## src/hw/nco_pkg.sv

```systemverilog
// Constants, register map and sine helper for the NCO block
package nco_pkg;
   // ----------------------------------------------------------------
   // Widths
   // ----------------------------------------------------------------
   localparam int FREQ_W  = 32;
   localparam int SREG_W  = 64;
   localparam int PHASE_W = 13;
   localparam int OUT_W   = 12;
   // Lowest accumulator bit that feeds the phase adder
   localparam int PH_LSB  = FREQ_W - PHASE_W;
   // ----------------------------------------------------------------
   // Pin pipeline delays in main clocks
   // ----------------------------------------------------------------
   localparam int HOLD_DLY = 4;
   localparam int WORD_TRANSFER_N_DLY = 4;
   localparam int LOAD_DLY = 5;
   localparam int PM_DLY   = 4;
   // Sample stages from the lookup on, three clocks from phase register to FIFO input
   localparam int SAMP_STAGES = 3;
   // ----------------------------------------------------------------
   // Register map (byte addresses) and fields
   // ----------------------------------------------------------------
   localparam logic [7:0] ADDR_CTRL  = 8'h00;
   localparam logic [7:0] ADDR_ACC   = 8'h04;
   localparam logic [7:0] ADDR_INREG = 8'h08;
   localparam logic [7:0] ADDR_FLO   = 8'h0C;
   localparam logic [7:0] ADDR_FHI   = 8'h10;
   localparam logic [7:0] ADDR_SAMP  = 8'h14;
   localparam int CTRL_SEL_BIT = 0;
   localparam int CTRL_MSB_BIT = 1;
   localparam logic [1:0] RESP_OKAY   = 2'h0;
   localparam logic [1:0] RESP_DECERR = 2'h3;
   // ----------------------------------------------------------------
   // Phase offsets and output format
   // ----------------------------------------------------------------
   localparam logic [1:0] PM_0   = 2'h0;
   localparam logic [1:0] PM_90  = 2'h1;
   localparam logic [1:0] PM_270 = 2'h2;
   localparam logic [1:0] PM_180 = 2'h3;
   localparam logic [11:0] OUT_MID = 12'h800;
   localparam logic [11:0] OUT_MIN = 12'h001;
   localparam logic [11:0] OUT_MAX = 12'hFFF;
   localparam logic [12:0] HALF_SPAN = 13'h1000;
   localparam logic [10:0] AMP_MAX  = 11'h7FF;
   localparam int AMP_SHIFT = 22;

   // Parabolic half-wave sine; trades spur level for no large table
   function automatic logic [11:0] sine_approx(input logic [12:0] ph);
      logic [11:0] x;
      logic [23:0] p;
      logic [34:0] m;
      logic [10:0] v;
      x = ph[11:0];
      p = 24'(x) * 24'(HALF_SPAN - 13'(x));
      m = 35'(p) * 35'(AMP_MAX);
      v = m[AMP_SHIFT +: 11];
      return ph[12] ? OUT_MID - 12'(v) : OUT_MID + 12'(v);
   endfunction
endpackage

```

## src/hw/nco_sine_synthesizer.sv

```systemverilog
// NCO core with serial word load, AXI4-Lite registers and output FIFO
`timescale 1ns/1ps
`default_nettype none

// ------------------------------------------------------------------
// Output sample FIFO
// ------------------------------------------------------------------
module nco_fifo #(
   parameter int W = 12,
   parameter int D = 4
) (
   // Clock and reset
   input  wire logic         clk,
   input  wire logic         reset_n,
   input  wire logic         ce,
   // Fill side
   input  wire logic         in_valid,
   output logic              in_ready,
   input  wire logic [W-1:0] in_data,
   // Drain side
   output logic              out_valid,
   input  wire logic         out_ready,
   output logic [W-1:0]      out_data
);
   localparam int AW = $clog2(D);
   typedef struct packed {
      logic [D-1:0][W-1:0] mem;
      logic [AW-1:0]       wp;
      logic [AW-1:0]       rp;
      logic [AW:0]         cnt;
   } nco_fifo_state_type;
   nco_fifo_state_type s_q, s_d;
   logic push, pop;

   // Honest flags straight from the fill count
   assign in_ready  = s_q.cnt != (AW+1)'(D);
   assign out_valid = s_q.cnt != '0;
   assign out_data  = s_q.mem[s_q.rp];
   assign push = ce && in_valid && in_ready;
   assign pop  = ce && out_valid && out_ready;

   // Pointer wrap handles depths that are not a power of two
   always_comb begin
      s_d = s_q;
      if (push) begin
         s_d.mem[s_q.wp] = in_data;
         s_d.wp = (s_q.wp == AW'(D-1)) ? '0 : s_q.wp + 1'b1;
      end
      if (pop) begin
         s_d.rp = (s_q.rp == AW'(D-1)) ? '0 : s_q.rp + 1'b1;
      end
      s_d.cnt = s_q.cnt + (AW+1)'(push) - (AW+1)'(pop);
   end

   always_ff @(posedge clk or negedge reset_n) begin
      if (!reset_n) begin
         s_q <= '0;
      end else begin
         s_q <= s_d;
      end
   end
endmodule // nco_fifo

module nco_sine_synthesizer #(
   parameter int FIFO_DEPTH = 4
) (
   // Clock, reset, clock enable
   input  wire logic        clk,
   input  wire logic        reset_n,
   input  wire logic        ce,
   // AXI4-Lite slave
   input  wire logic [7:0]  s_axi_awaddr,
   input  wire logic        s_axi_awvalid,
   output logic             s_axi_awready,
   input  wire logic [31:0] s_axi_wdata,
   input  wire logic [3:0]  s_axi_wstrb,
   input  wire logic        s_axi_wvalid,
   output logic             s_axi_wready,
   output logic [1:0]       s_axi_bresp,
   output logic             s_axi_bvalid,
   input  wire logic        s_axi_bready,
   input  wire logic [7:0]  s_axi_araddr,
   input  wire logic        s_axi_arvalid,
   output logic             s_axi_arready,
   output logic [31:0]      s_axi_rdata,
   output logic [1:0]       s_axi_rresp,
   output logic             s_axi_rvalid,
   input  wire logic        s_axi_rready,
   // Serial word load pins
   input  wire logic        serial_clk,
   input  wire logic        freq_serial_in,
   input  wire logic        shift_enable_n,
   // Accumulator control pins
   input  wire logic        accum_step_enable_n,
   input  wire logic        word_transfer_n,
   input  wire logic        accum_load_n,
   input  wire logic [1:0]  phase_mod_bits,
   // Sample stream out
   output logic [11:0]      sine_sample_out,
   output logic             sample_valid,
   input  wire logic        sample_ready
);
   // ---------------------------------------------------------------
   // State
   // ---------------------------------------------------------------
   typedef struct packed {
      logic                                  sel_low;
      logic                                  msb_first;
      logic [2:0]                            sclk_s;
      logic [1:0]                            sd_s;
      logic [1:0]                            shen_s;
      logic [nco_pkg::HOLD_DLY-1:0]          hold_dly;
      logic [nco_pkg::WORD_TRANSFER_N_DLY-1:0]          word_transfer_n_dly;
      logic [nco_pkg::LOAD_DLY-1:0]          load_dly;
      logic [nco_pkg::PM_DLY-1:0][1:0]       pm_dly;
      logic [nco_pkg::SREG_W-1:0]            freq;
      logic [nco_pkg::FREQ_W-1:0]            inreg;
      logic [nco_pkg::FREQ_W-1:0]            acc;
      logic [nco_pkg::PHASE_W-1:0]           phase;
      logic [nco_pkg::SAMP_STAGES-1:0][11:0] samp;
      logic                                  aw_got;
      logic [7:0]                            awaddr;
      logic                                  w_got;
      logic [31:0]                           wdata;
      logic [3:0]                            wstrb;
      logic                                  bvalid;
      logic [1:0]                            bresp;
      logic                                  rvalid;
      logic [31:0]                           rdata;
      logic [1:0]                            rresp;
   } nco_state_type;
   nco_state_type s_q, s_d;
   // Sample stages wake at mid-scale so no zero word reaches the FIFO
   localparam nco_state_type RST_STATE = '{
      samp: {nco_pkg::SAMP_STAGES{nco_pkg::OUT_MID}}, default: '0};

   logic        fifo_in_ready;
   logic        adv;
   logic        sclk_rise;
   logic        shift_go;
   logic        hold_act, word_transfer_n_act, load_act;
   logic [1:0]  pm_code;
   logic [12:0] pm_off;
   logic [31:0] sel_word;

   // ---------------------------------------------------------------
   // Derived terms
   // ---------------------------------------------------------------
   // A full FIFO stalls the whole oscillator so no sample is lost
   assign adv       = ce && fifo_in_ready;
   assign sclk_rise = s_q.sclk_s[1] && !s_q.sclk_s[2];
   assign shift_go  = sclk_rise && s_q.shen_s[1];
   assign hold_act  = s_q.hold_dly[nco_pkg::HOLD_DLY-1];
   assign word_transfer_n_act  = s_q.word_transfer_n_dly[nco_pkg::WORD_TRANSFER_N_DLY-1];
   assign load_act  = s_q.load_dly[nco_pkg::LOAD_DLY-1];
   assign pm_code   = s_q.pm_dly[nco_pkg::PM_DLY-1];
   // Word mux is combinational, so a switch adds no clock
   assign sel_word  = s_q.sel_low ? s_q.freq[31:0]
                                  : s_q.freq[63:32];

   // Quadrature code to quarter-cycle offset on the top bits
   always_comb begin
      case (pm_code)
         nco_pkg::PM_90:  pm_off = 13'h0800;
         nco_pkg::PM_180: pm_off = 13'h1000;
         nco_pkg::PM_270: pm_off = 13'h1800;
         default:         pm_off = 13'h0000;
      endcase
   end

   // AXI handshakes: one write and one read in flight
   assign s_axi_awready = !s_q.aw_got && !s_q.bvalid;
   assign s_axi_wready  = !s_q.w_got && !s_q.bvalid;
   assign s_axi_arready = !s_q.rvalid;
   assign s_axi_bvalid  = s_q.bvalid;
   assign s_axi_bresp   = s_q.bresp;
   assign s_axi_rvalid  = s_q.rvalid;
   assign s_axi_rdata   = s_q.rdata;
   assign s_axi_rresp   = s_q.rresp;

   // ---------------------------------------------------------------
   // Next state
   // ---------------------------------------------------------------
   always_comb begin
      s_d = s_q;
      // Synchronisers run on ce only so serial edges are not missed
      s_d.sclk_s = {s_q.sclk_s[1:0], serial_clk};
      s_d.sd_s   = {s_q.sd_s[0], freq_serial_in};
      s_d.shen_s = {s_q.shen_s[0], !shift_enable_n};
      if (shift_go) begin
         if (s_q.msb_first) begin
            s_d.freq = {s_q.freq[62:0], s_q.sd_s[1]};
         end else begin
            s_d.freq = {s_q.sd_s[1], s_q.freq[63:1]};
         end
      end
      // Pin delay lines double as two-stage synchronisers
      if (adv) begin
         s_d.hold_dly = {s_q.hold_dly[2:0], accum_step_enable_n};
         s_d.word_transfer_n_dly = {s_q.word_transfer_n_dly[2:0], !word_transfer_n};
         s_d.load_dly = {s_q.load_dly[3:0], !accum_load_n};
         s_d.pm_dly   = {s_q.pm_dly[2:0], phase_mod_bits};
         if (word_transfer_n_act) begin
            s_d.inreg = sel_word;
         end
         if (load_act) begin
            s_d.acc = s_q.inreg;
         end else if (!hold_act) begin
            s_d.acc = s_q.acc + s_q.inreg;
         end
         s_d.phase = s_q.acc[31:nco_pkg::PH_LSB] + pm_off;
         s_d.samp[0] = nco_pkg::sine_approx(s_q.phase);
         for (int k = 1; k < nco_pkg::SAMP_STAGES; k++) begin
            s_d.samp[k] = s_q.samp[k-1];
         end
      end
      // Write address and data may arrive in either order
      if (s_axi_awvalid && s_axi_awready) begin
         s_d.aw_got = 1'b1;
         s_d.awaddr = s_axi_awaddr;
      end
      if (s_axi_wvalid && s_axi_wready) begin
         s_d.w_got = 1'b1;
         s_d.wdata = s_axi_wdata;
         s_d.wstrb = s_axi_wstrb;
      end
      if (s_q.aw_got && s_q.w_got) begin
         s_d.aw_got = 1'b0;
         s_d.w_got  = 1'b0;
         s_d.bvalid = 1'b1;
         s_d.bresp  = nco_pkg::RESP_OKAY;
         if (s_q.awaddr == nco_pkg::ADDR_CTRL) begin
            if (s_q.wstrb[0]) begin
               s_d.sel_low   = s_q.wdata[nco_pkg::CTRL_SEL_BIT];
               s_d.msb_first = s_q.wdata[nco_pkg::CTRL_MSB_BIT];
            end
         end else begin
            s_d.bresp = nco_pkg::RESP_DECERR;
         end
      end
      if (s_q.bvalid && s_axi_bready) begin
         s_d.bvalid = 1'b0;
      end
      // Reads show live oscillator state
      if (s_axi_arvalid && s_axi_arready) begin
         s_d.rvalid = 1'b1;
         s_d.rresp  = nco_pkg::RESP_OKAY;
         case (s_axi_araddr)
            nco_pkg::ADDR_CTRL:  s_d.rdata = {30'h0, s_q.msb_first,
                                              s_q.sel_low};
            nco_pkg::ADDR_ACC:   s_d.rdata = s_q.acc;
            nco_pkg::ADDR_INREG: s_d.rdata = s_q.inreg;
            nco_pkg::ADDR_FLO:   s_d.rdata = s_q.freq[31:0];
            nco_pkg::ADDR_FHI:   s_d.rdata = s_q.freq[63:32];
            nco_pkg::ADDR_SAMP:  s_d.rdata = {20'h0,
               s_q.samp[nco_pkg::SAMP_STAGES-1]};
            default: begin
               s_d.rdata = 32'h0;
               s_d.rresp = nco_pkg::RESP_DECERR;
            end
         endcase
      end else if (s_q.rvalid && s_axi_rready) begin
         s_d.rvalid = 1'b0;
      end
   end

   // Clock enable low freezes every flip-flop
   always_ff @(posedge clk or negedge reset_n) begin
      if (!reset_n) begin
         s_q <= RST_STATE;
      end else if (ce) begin
         s_q <= s_d;
      end
   end

   // ---------------------------------------------------------------
   // Output FIFO
   // ---------------------------------------------------------------
   nco_fifo #(
      .W (nco_pkg::OUT_W),
      .D (FIFO_DEPTH)
   ) u_fifo (
      .clk       (clk),
      .reset_n   (reset_n),
      .ce        (ce),
      .in_valid  (ce),
      .in_ready  (fifo_in_ready),
      .in_data   (s_q.samp[nco_pkg::SAMP_STAGES-1]),
      .out_valid (sample_valid),
      .out_ready (sample_ready),
      .out_data  (sine_sample_out)
   );
endmodule // nco_sine_synthesizer

`default_nettype wire

```

## config.mk

```make
export PLATFORM = sky130hd
export DESIGN_NAME = nco_sine_synthesizer
export DESIGN_NICKNAME = d
export VERILOG_FILES = /design/src/hw/nco_pkg.sv /design/src/hw/nco_sine_synthesizer.sv
export SDC_FILE = /design/constraint.sdc
export NUM_CORES = 1
export LEC_CHECK = 0
export BUFFER_PORTS_ARGS = -buffer_cell sky130_fd_sc_hd__clkbuf_2
export CAP_MARGIN = 20
export CORE_MARGIN = 2
export CORE_UTILIZATION = 50
export DETAILED_ROUTE_END_ITERATION = 8
export GPL_TIMING_DRIVEN = 1
export PLACE_DENSITY = 0.66
export SLEW_MARGIN = 0
export SYNTH_ARGS = -nofsm -noshare
export SYNTH_HDL_FRONTEND = slang
export SYNTH_HIERARCHICAL = 1
export SYNTH_SLANG_ARGS = --single-unit
```

## constraint.sdc

```tcl
create_clock -name clk -period 23 [get_ports clk]
set_input_delay 4.6 -clock clk [delete_from_list [all_inputs] [get_ports clk]]
set_output_delay 4.6 -clock clk [all_outputs]
set_load 0.02 [all_outputs]
```

[Word-level counts from Yosys, hierarchy flattened]
Index checks and enable logic that the tools add are counted.
Cells by class
  add/subtract/negate cells: 9
  multipliers: 2
  magnitude comparators: 3
  eq/ne operators: 12
  multiplexer cells: 24
  reductions and logical operators: 43
Operators with widths (count)
  case mux 32 bit (6 select lines): 1
  two-way mux 32 bit: 3
  two-way mux 64 bit: 1
  bitwise mux 48 bit: 1
  case mux 13 bit (3 select lines): 1
  two-way mux 37 bit: 1
  two-way mux 12 bit: 3
  multiplier 24 x 11 -> 33 bit (second input constant): 1
  adder 32 bit: 1
  binary-select mux 12 bit (select 2 bit): 1
  demux 12 bit (select 2 bit): 1
  multiplier 13 x 14 -> 24 bit: 1
  AND reduction 2 bit: 10
  equality test 8 x 4 -> 1 bit (second input constant): 2
  equality test 8 x 5 -> 1 bit (second input constant): 2
  logical NOT 8 bit: 2
  logical AND 1 bit: 14
  subtractor 13 x 12 -> 14 bit (first input constant): 1
  adder 13 bit: 1
  adder 12 x 11 -> 12 bit (first input constant): 1
  subtractor 12 x 11 -> 12 bit (first input constant): 1
  two-way mux 9 bit: 1
  equality test 2 bit (second input constant): 4
  equality test 8 x 3 -> 1 bit (second input constant): 1
  other kinds (17): 37
Word-level totals
  flip-flop bits (word level): 346
  input bits: 69
  output and inout bits: 54
  word-level logic and storage cells: 129

[Longest topological paths before layout]
  depth after elaboration: 5
  gate-level depth with buffers: 49
  depth with buffers taken out: 47

[By module]
The synthesis kept the hierarchy.
By module, submodules not included
  nco_sine_synthesizer: times used 1, cells an instance 2534, area each 24267.0 um^2, seq. area each 6409.9 um^2
  nco_fifo: times used 1, cells an instance 155, area each 2507.4 um^2, seq. area each 1376.3 um^2

[Worst setup path after synthesis]
Ideal clock, no wire load.
  kind: reg-to-reg
  from: reg s_q[121] (netlist name)
  to: reg s_q[93] (netlist name)
  setup time: 136 ps
  data arrival time: 11262 ps
  required time: 22864 ps
  path slack: 11602 ps
  cell stages (with the launch flop): 48
  buffers on the path: 3
  period minus slack after synthesis: 11398 ps
  cells stage by stage: dfrtp_1 -> inv_1 -> clkbuf_1 -> ha_1 -> nor3b_1 -> nand2_1 -> nor3_1 -> ha_1 -> clkbuf_1 -> nor2_1 -> fa_1 -> inv_1 -> fa_1 -> inv_1 -> fa_1 -> fa_1 -> inv_1 -> fa_1 -> [... 12 more ...] -> fa_1 -> inv_1 -> fa_1 -> fa_1 -> inv_1 -> fa_1 -> inv_1 -> ha_1 -> clkbuf_1 -> a21o_1 -> a21o_1 -> a21oi_1 -> a21oi_1 -> a2111oi_1 -> mux2i_1 -> o41ai_2 -> xnor2_1 -> o21ai_0
On the way
  longest elaborated chain between the ends: 5
  elaborated cells between the ends (all ways): 6
  those cells by class: 3 x add/sub; 2 x mul; 1 x mux
Ends and longest elaborated chain
  start: declaration: line nco_sine_synthesizer.sv:132  | nco_state_type s_q, s_d;
  start signal: assignment: line nco_sine_synthesizer.sv:270  | s_q <= RST_STATE;
  start signal: assignment: line nco_sine_synthesizer.sv:272  | s_q <= s_d;
  subtractor 13 x 12 -> 14 bit: line nco_pkg.sv:55  | p = 24'(x) * 24'(HALF_SPAN - 13'(x));
  multiplier 13 x 14 -> 24 bit *: line nco_pkg.sv:55
  multiplier 24 x 11 -> 33 bit *: line nco_pkg.sv:56  | m = 35'(p) * 35'(AMP_MAX);
  adder 12 x 11 -> 12 bit or subtractor 12 x 11 -> 12 bit (tied branches): line nco_pkg.sv:58  | return ph[12] ? OUT_MID - 12'(v) : OUT_MID + 12'(v);
  two-way mux 12 bit *: line nco_pkg.sv:58
Every way passes the cells marked *; elsewhere a longest branch is shown, timed or not.
A chain may end at the register's enable or synchronous reset.

[Final worst setup path]
Same ends and word-level chain as after synthesis.

==> flow_summary.html <==
<table>
<tr><th>Metric</th><th>Value</th></tr>
<tr><th colspan="2">Synth</th></tr>
<tr><td>Most frequent cells after synthesis</td><td>inv_1, dfrtp_1, fa_1, nand2_1, ha_1</td></tr>
<tr><td>Portion of the post-synthesis area used by sequential elements</td><td>29.1%</td></tr>
<tr><td>Flops &amp; latches, synth</td><td>311</td></tr>
<tr><td>Syn Std Cell Area</td><td>0.0268 mm^2</td></tr>
<tr><td>Number of flops mapped to enable cells by yosys</td><td>0</td></tr>
<tr><td>Cell type with the highest aggregate area in the netlist</td><td>dfrtp_1</td></tr>
<tr><td>Synth top area share</td><td>28.8%</td></tr>
<tr><td>Synthesis Warnings</td><td>6</td></tr>
<tr><td>Synth Instances</td><td>2,689</td></tr>
<tr><td>Number of distinct library cell variants in the gate-level netlist after synthesis</td><td>80</td></tr>
<tr><td>Leading post-synthesis cells by cell area</td><td>dfrtp_1, fa_1, ha_1</td></tr>
<tr><td>Proportion of register bits with asynchronous set or reset after synthesis</td><td>100%</td></tr>
<tr><td>Cell with the most instances after synthesis</td><td>inv_1</td></tr>
<tr><td>Dominant synthesized flop cell</td><td>dfrtp_1</td></tr>
<tr><td>Post-Syn Area per Cell</td><td>9.96 um^2</td></tr>
<tr><th colspan="2">CTS</th></tr>
<tr><td>Number of CTS-inserted buffers</td><td>34</td></tr>
<tr><td>Number of gates resized after cts</td><td>0</td></tr>
<tr><td>Sink count of the clock tree</td><td>311</td></tr>
<tr><td>Hold bufs inserted after CTS</td><td>0</td></tr>
<tr><td>Maximum number of buffers from clock root to sink</td><td>3</td></tr>
<tr><td>Post-CTS clock slew at the launch and capture registers of the worst setup and hold paths</td><td>approximately 0.06 ns</td></tr>
<tr><td>Buffers inserted during post-CTS setup optimization</td><td>0</td></tr>
<tr><td>Clk Tree Root Cell</td><td>clkbuf_16</td></tr>
<tr><td>H-tree levels</td><td>2</td></tr>
<tr><td>CTS tree</td><td>yes</td></tr>
<tr><td>Skew-Pair Late Insertion Delay</td><td>around 0.52 ns</td></tr>
<tr><th colspan="2">Global route</th></tr>
<tr><td>Wire length of the first global-routing pass</td><td>98,700 um</td></tr>
<tr><td>Congestion Overflow GR</td><td>0</td></tr>
<tr><td>Initial antenna violation count</td><td>0</td></tr>
<tr><td>Via count of the first global-routing pass</td><td>19,300</td></tr>
<tr><td>Global router's overall resource usage</td><td>21.4%</td></tr>
<tr><td>Pin count of the biggest net entering global routing</td><td>129</td></tr>
<tr><th colspan="2">Place</th></tr>
<tr><td>Number of port buffers</td><td>89</td></tr>
<tr><td>Gp weighted congestion</td><td>0.871</td></tr>
<tr><td>Post-DP HPWL</td><td>42,900 um</td></tr>
<tr><th colspan="2">Floorplan</th></tr>
<tr><td>Vertical extent of the die</td><td>~240 um</td></tr>
<tr><td>Standard-cell row count</td><td>84</td></tr>
<tr><td>Num ports</td><td>about 120</td></tr>
<tr><td>Floorplan Core Area</td><td>between 0.05 and 0.06 mm^2</td></tr>
<tr><td>Starting density of the core</td><td>about half</td></tr>
<tr><td>Die area</td><td>0.0554 mm^2</td></tr>
<tr><td>Die boundary width</td><td>235 um</td></tr>
<tr><th colspan="2">Critical path</th></tr>
<tr><td>Worst Setup Path Type</td><td>flop to flop</td></tr>
<tr><td>Slowest CP cell</td><td>a2111oi_1</td></tr>
<tr><td>Sort of element at the end of the critical path</td><td>flop</td></tr>
<tr><td>Sort of element at the start of the critical path</td><td>flop</td></tr>
<tr><td>Cell repeated most along the worst path</td><td>inv_1</td></tr>
<tr><td>RR Startpoint</td><td>s_q[121]</td></tr>
<tr><td>Crit path max fanout</td><td>12</td></tr>
<tr><td>Worst Path Arrival</td><td>13.49 ns</td></tr>
<tr><td>Data required time of the critical path</td><td>approximately 23 ns</td></tr>
<tr><td>Worst stage delay on the critical path</td><td>around 0.68 ns</td></tr>
<tr><td>Beginning of the critical path</td><td>s_q[121]</td></tr>
<tr><th colspan="2">Worst hold path</th></tr>
<tr><td>Class of the tightest hold or removal check</td><td>flop to flop</td></tr>
<tr><td>Worst Hold Launch</td><td>s_q[272]</td></tr>
<tr><th colspan="2">Route</th></tr>
<tr><td>Ratio of routed vias to standard cells</td><td>5.49</td></tr>
<tr><td>Post-DR wirelength/cell</td><td>roughly 17 um</td></tr>
<tr><td>Length of the first detailed-routing pass in iterations</td><td>6</td></tr>
<tr><td>Met2 Wirelength</td><td>approximately 27,000 um</td></tr>
<tr><td>Antenna-violating nets left</td><td>0</td></tr>
<tr><td>Final Routed Wirelength</td><td>57,700 um</td></tr>
<tr><td>Wl on met1</td><td>about 26,000 um</td></tr>
<tr><td>Met3 Routed Length</td><td>2520 um</td></tr>
<tr><td>DRC marker count from the first detailed-route iteration</td><td>between 900 and 1,000</td></tr>
<tr><td>Highest routed metal layer</td><td>met4</td></tr>
<tr><td>Total via count in the routed design</td><td>18,700</td></tr>
<tr><td>DRC violation count after routing</td><td>0</td></tr>
<tr><th colspan="2">STA</th></tr>
<tr><td>F_max</td><td>76.3 MHz</td></tr>
<tr><td>Final min period</td><td>13.11 ns</td></tr>
<tr><td>Setup repair after global routing missed its margin</td><td>false</td></tr>
<tr><td>Actual transition at the worst max-transition pin</td><td>1.15 ns</td></tr>
<tr><td>Sum of negative setup slack</td><td>0 ns</td></tr>
<tr><td>Count of final hold-check violations</td><td>0</td></tr>
<tr><td>Max Slew Vio Count</td><td>0</td></tr>
<tr><td>Worst slew margin relative to its limit</td><td>a little under a quarter</td></tr>
<tr><td>Final setup fails</td><td>0</td></tr>
<tr><td>Part of the cycle the worst path needs</td><td>57.0%</td></tr>
<tr><td>Setup Skew</td><td>0.0274 ns</td></tr>
<tr><th colspan="2">Finish</th></tr>
<tr><td>Ratio of cells with drive above 1 in the final layout</td><td>12.3%</td></tr>
<tr><td>Signed area change from the synthesized netlist to the final layout</td><td>7.78%</td></tr>
<tr><td>Filler instances</td><td>4,657</td></tr>
<tr><td>Number of nets at the end of the flow</td><td>3,205</td></tr>
<tr><th colspan="2">Run</th></tr>
<tr><td>Max Cap Violations</td><td>0</td></tr>
<tr><th colspan="2">Status</th></tr>
<tr><td>Outcome</td><td>finished, final reports clean</td></tr>
</table>
path summary, 6_finish.rpt:
path,endpoint,slack [ns],cells past startpoint
min in group asynchronous,s_axi_rdata[3],4.07,1
worst min register to register,load_act,0.48,2
max in group asynchronous,s_q[205],16.55,3
worst min-delay path,load_act,0.48,2
worst max-delay path,s_q[93],9.89,46
worst max register to register,s_q[93],9.89,46
layer usage:
| metal | GRT usage, % | up-vias |
|---|---|---|
| met5 | 0 | - |
| met4 | 6.16 | 0 |
| met3 | 2.79 | 80 |
| met2 | 35.0 | 358 |
| met1 | 30.0 | 9349 |
| li1 | - | 8909 |
cells in the final DEF, fill, tap and decap left out, drive strengths merged, types with 7 or more instances in the layout:
cell type    n
mux2       122
fa         233
nor2b       50
and3        14
o31ai        9
nand2b      66
a21o        50
nor3        19
mux2i      104
nand3       17
o21ai      200
and2        21
conb         9
nand2      231
a221oi      22
ha         212
dfrtp      308
nor3b        9
a21oi       97
nor4         7
nor2        99
o21a        14
clkinv       7
clkbuf     137
buf         23
a22o        20
inv        363
or3          9
a31oi       11
xnor2       68
xor2        48
mux4        12
a22oi       30
cell type report:
type | count | area, um^2 | share of cell area [%]
Inverter | 362 | 1360 | 4.71
Multi-Input combinational cell | 1871 | 17000 | 58.7
Tap cell | 688 | 861 | 2.98
Clock buffer | 49 | 1040 | 3.60
Timing Repair Buffer | 111 | 709 | 2.46
Sequential cell | 311 | 7790 | 27.0
Antenna cell | 1 | 2.50 | 0.00867
Clock inverter | 12 | 145 | 0.503
through the flow:
stage	instance area, um^2	cells	hold WS (ns)	setup slack, ns	util (%)
final	28900	3405	0.476	9.89	54.7
after global routing	28900	3404	0.510	8.98	54.7
after CTS	28700	3398	0.482	9.57	54.4
after detailed placement	27500	3337	0.467	9.65	52.2
after global placement	27500	3337	0.458	9.87	52.2
after floorplan	26800	2696	0.444	11.60	-
registers in the layout, indices dropped and copies added (netlist names):
name	flops
load_act	1
s_q	212
s_d	4
s_axi_rdata	32
u_fifo/s_q	55
hold_act	1
s_axi_bvalid	1
s_axi_rresp	1
s_axi_rvalid	1
pm_code	2
s_axi_bresp	1
cells by family (layout without fill, tap and decap cells):
group	after synthesis	count (layout)	synth area share, %
xor+xnor	117	117	3.88
buf+inv	514	534	7.78
fa+ha+maj	446	446	27.4
simple gates	563	563	10.1
compound gates	498	498	11.7
mux	238	238	10.0
flops	311	311	29.1
other cells	2	10	0.0280
worst max-delay path: cells and delay by family (launching register included):
| family | cells | cell delay (ns) |
|---|---|---|
| buffers and inverters | 9 | 0.90 |
| DFF | 1 | 0.51 |
| adders and majority gates | 13 | 5.49 |
| AOI/OAI and AO/OA | 12 | 2.96 |
| muxes | 1 | 0.22 |
| and+or+nand+nor | 6 | 1.52 |
| xor gates and xnor gates | 5 | 1.34 |
Power is left out: the tool's default activity adds up to more than one toggle a clock period on the data nets, which glitch-free logic cannot reach.
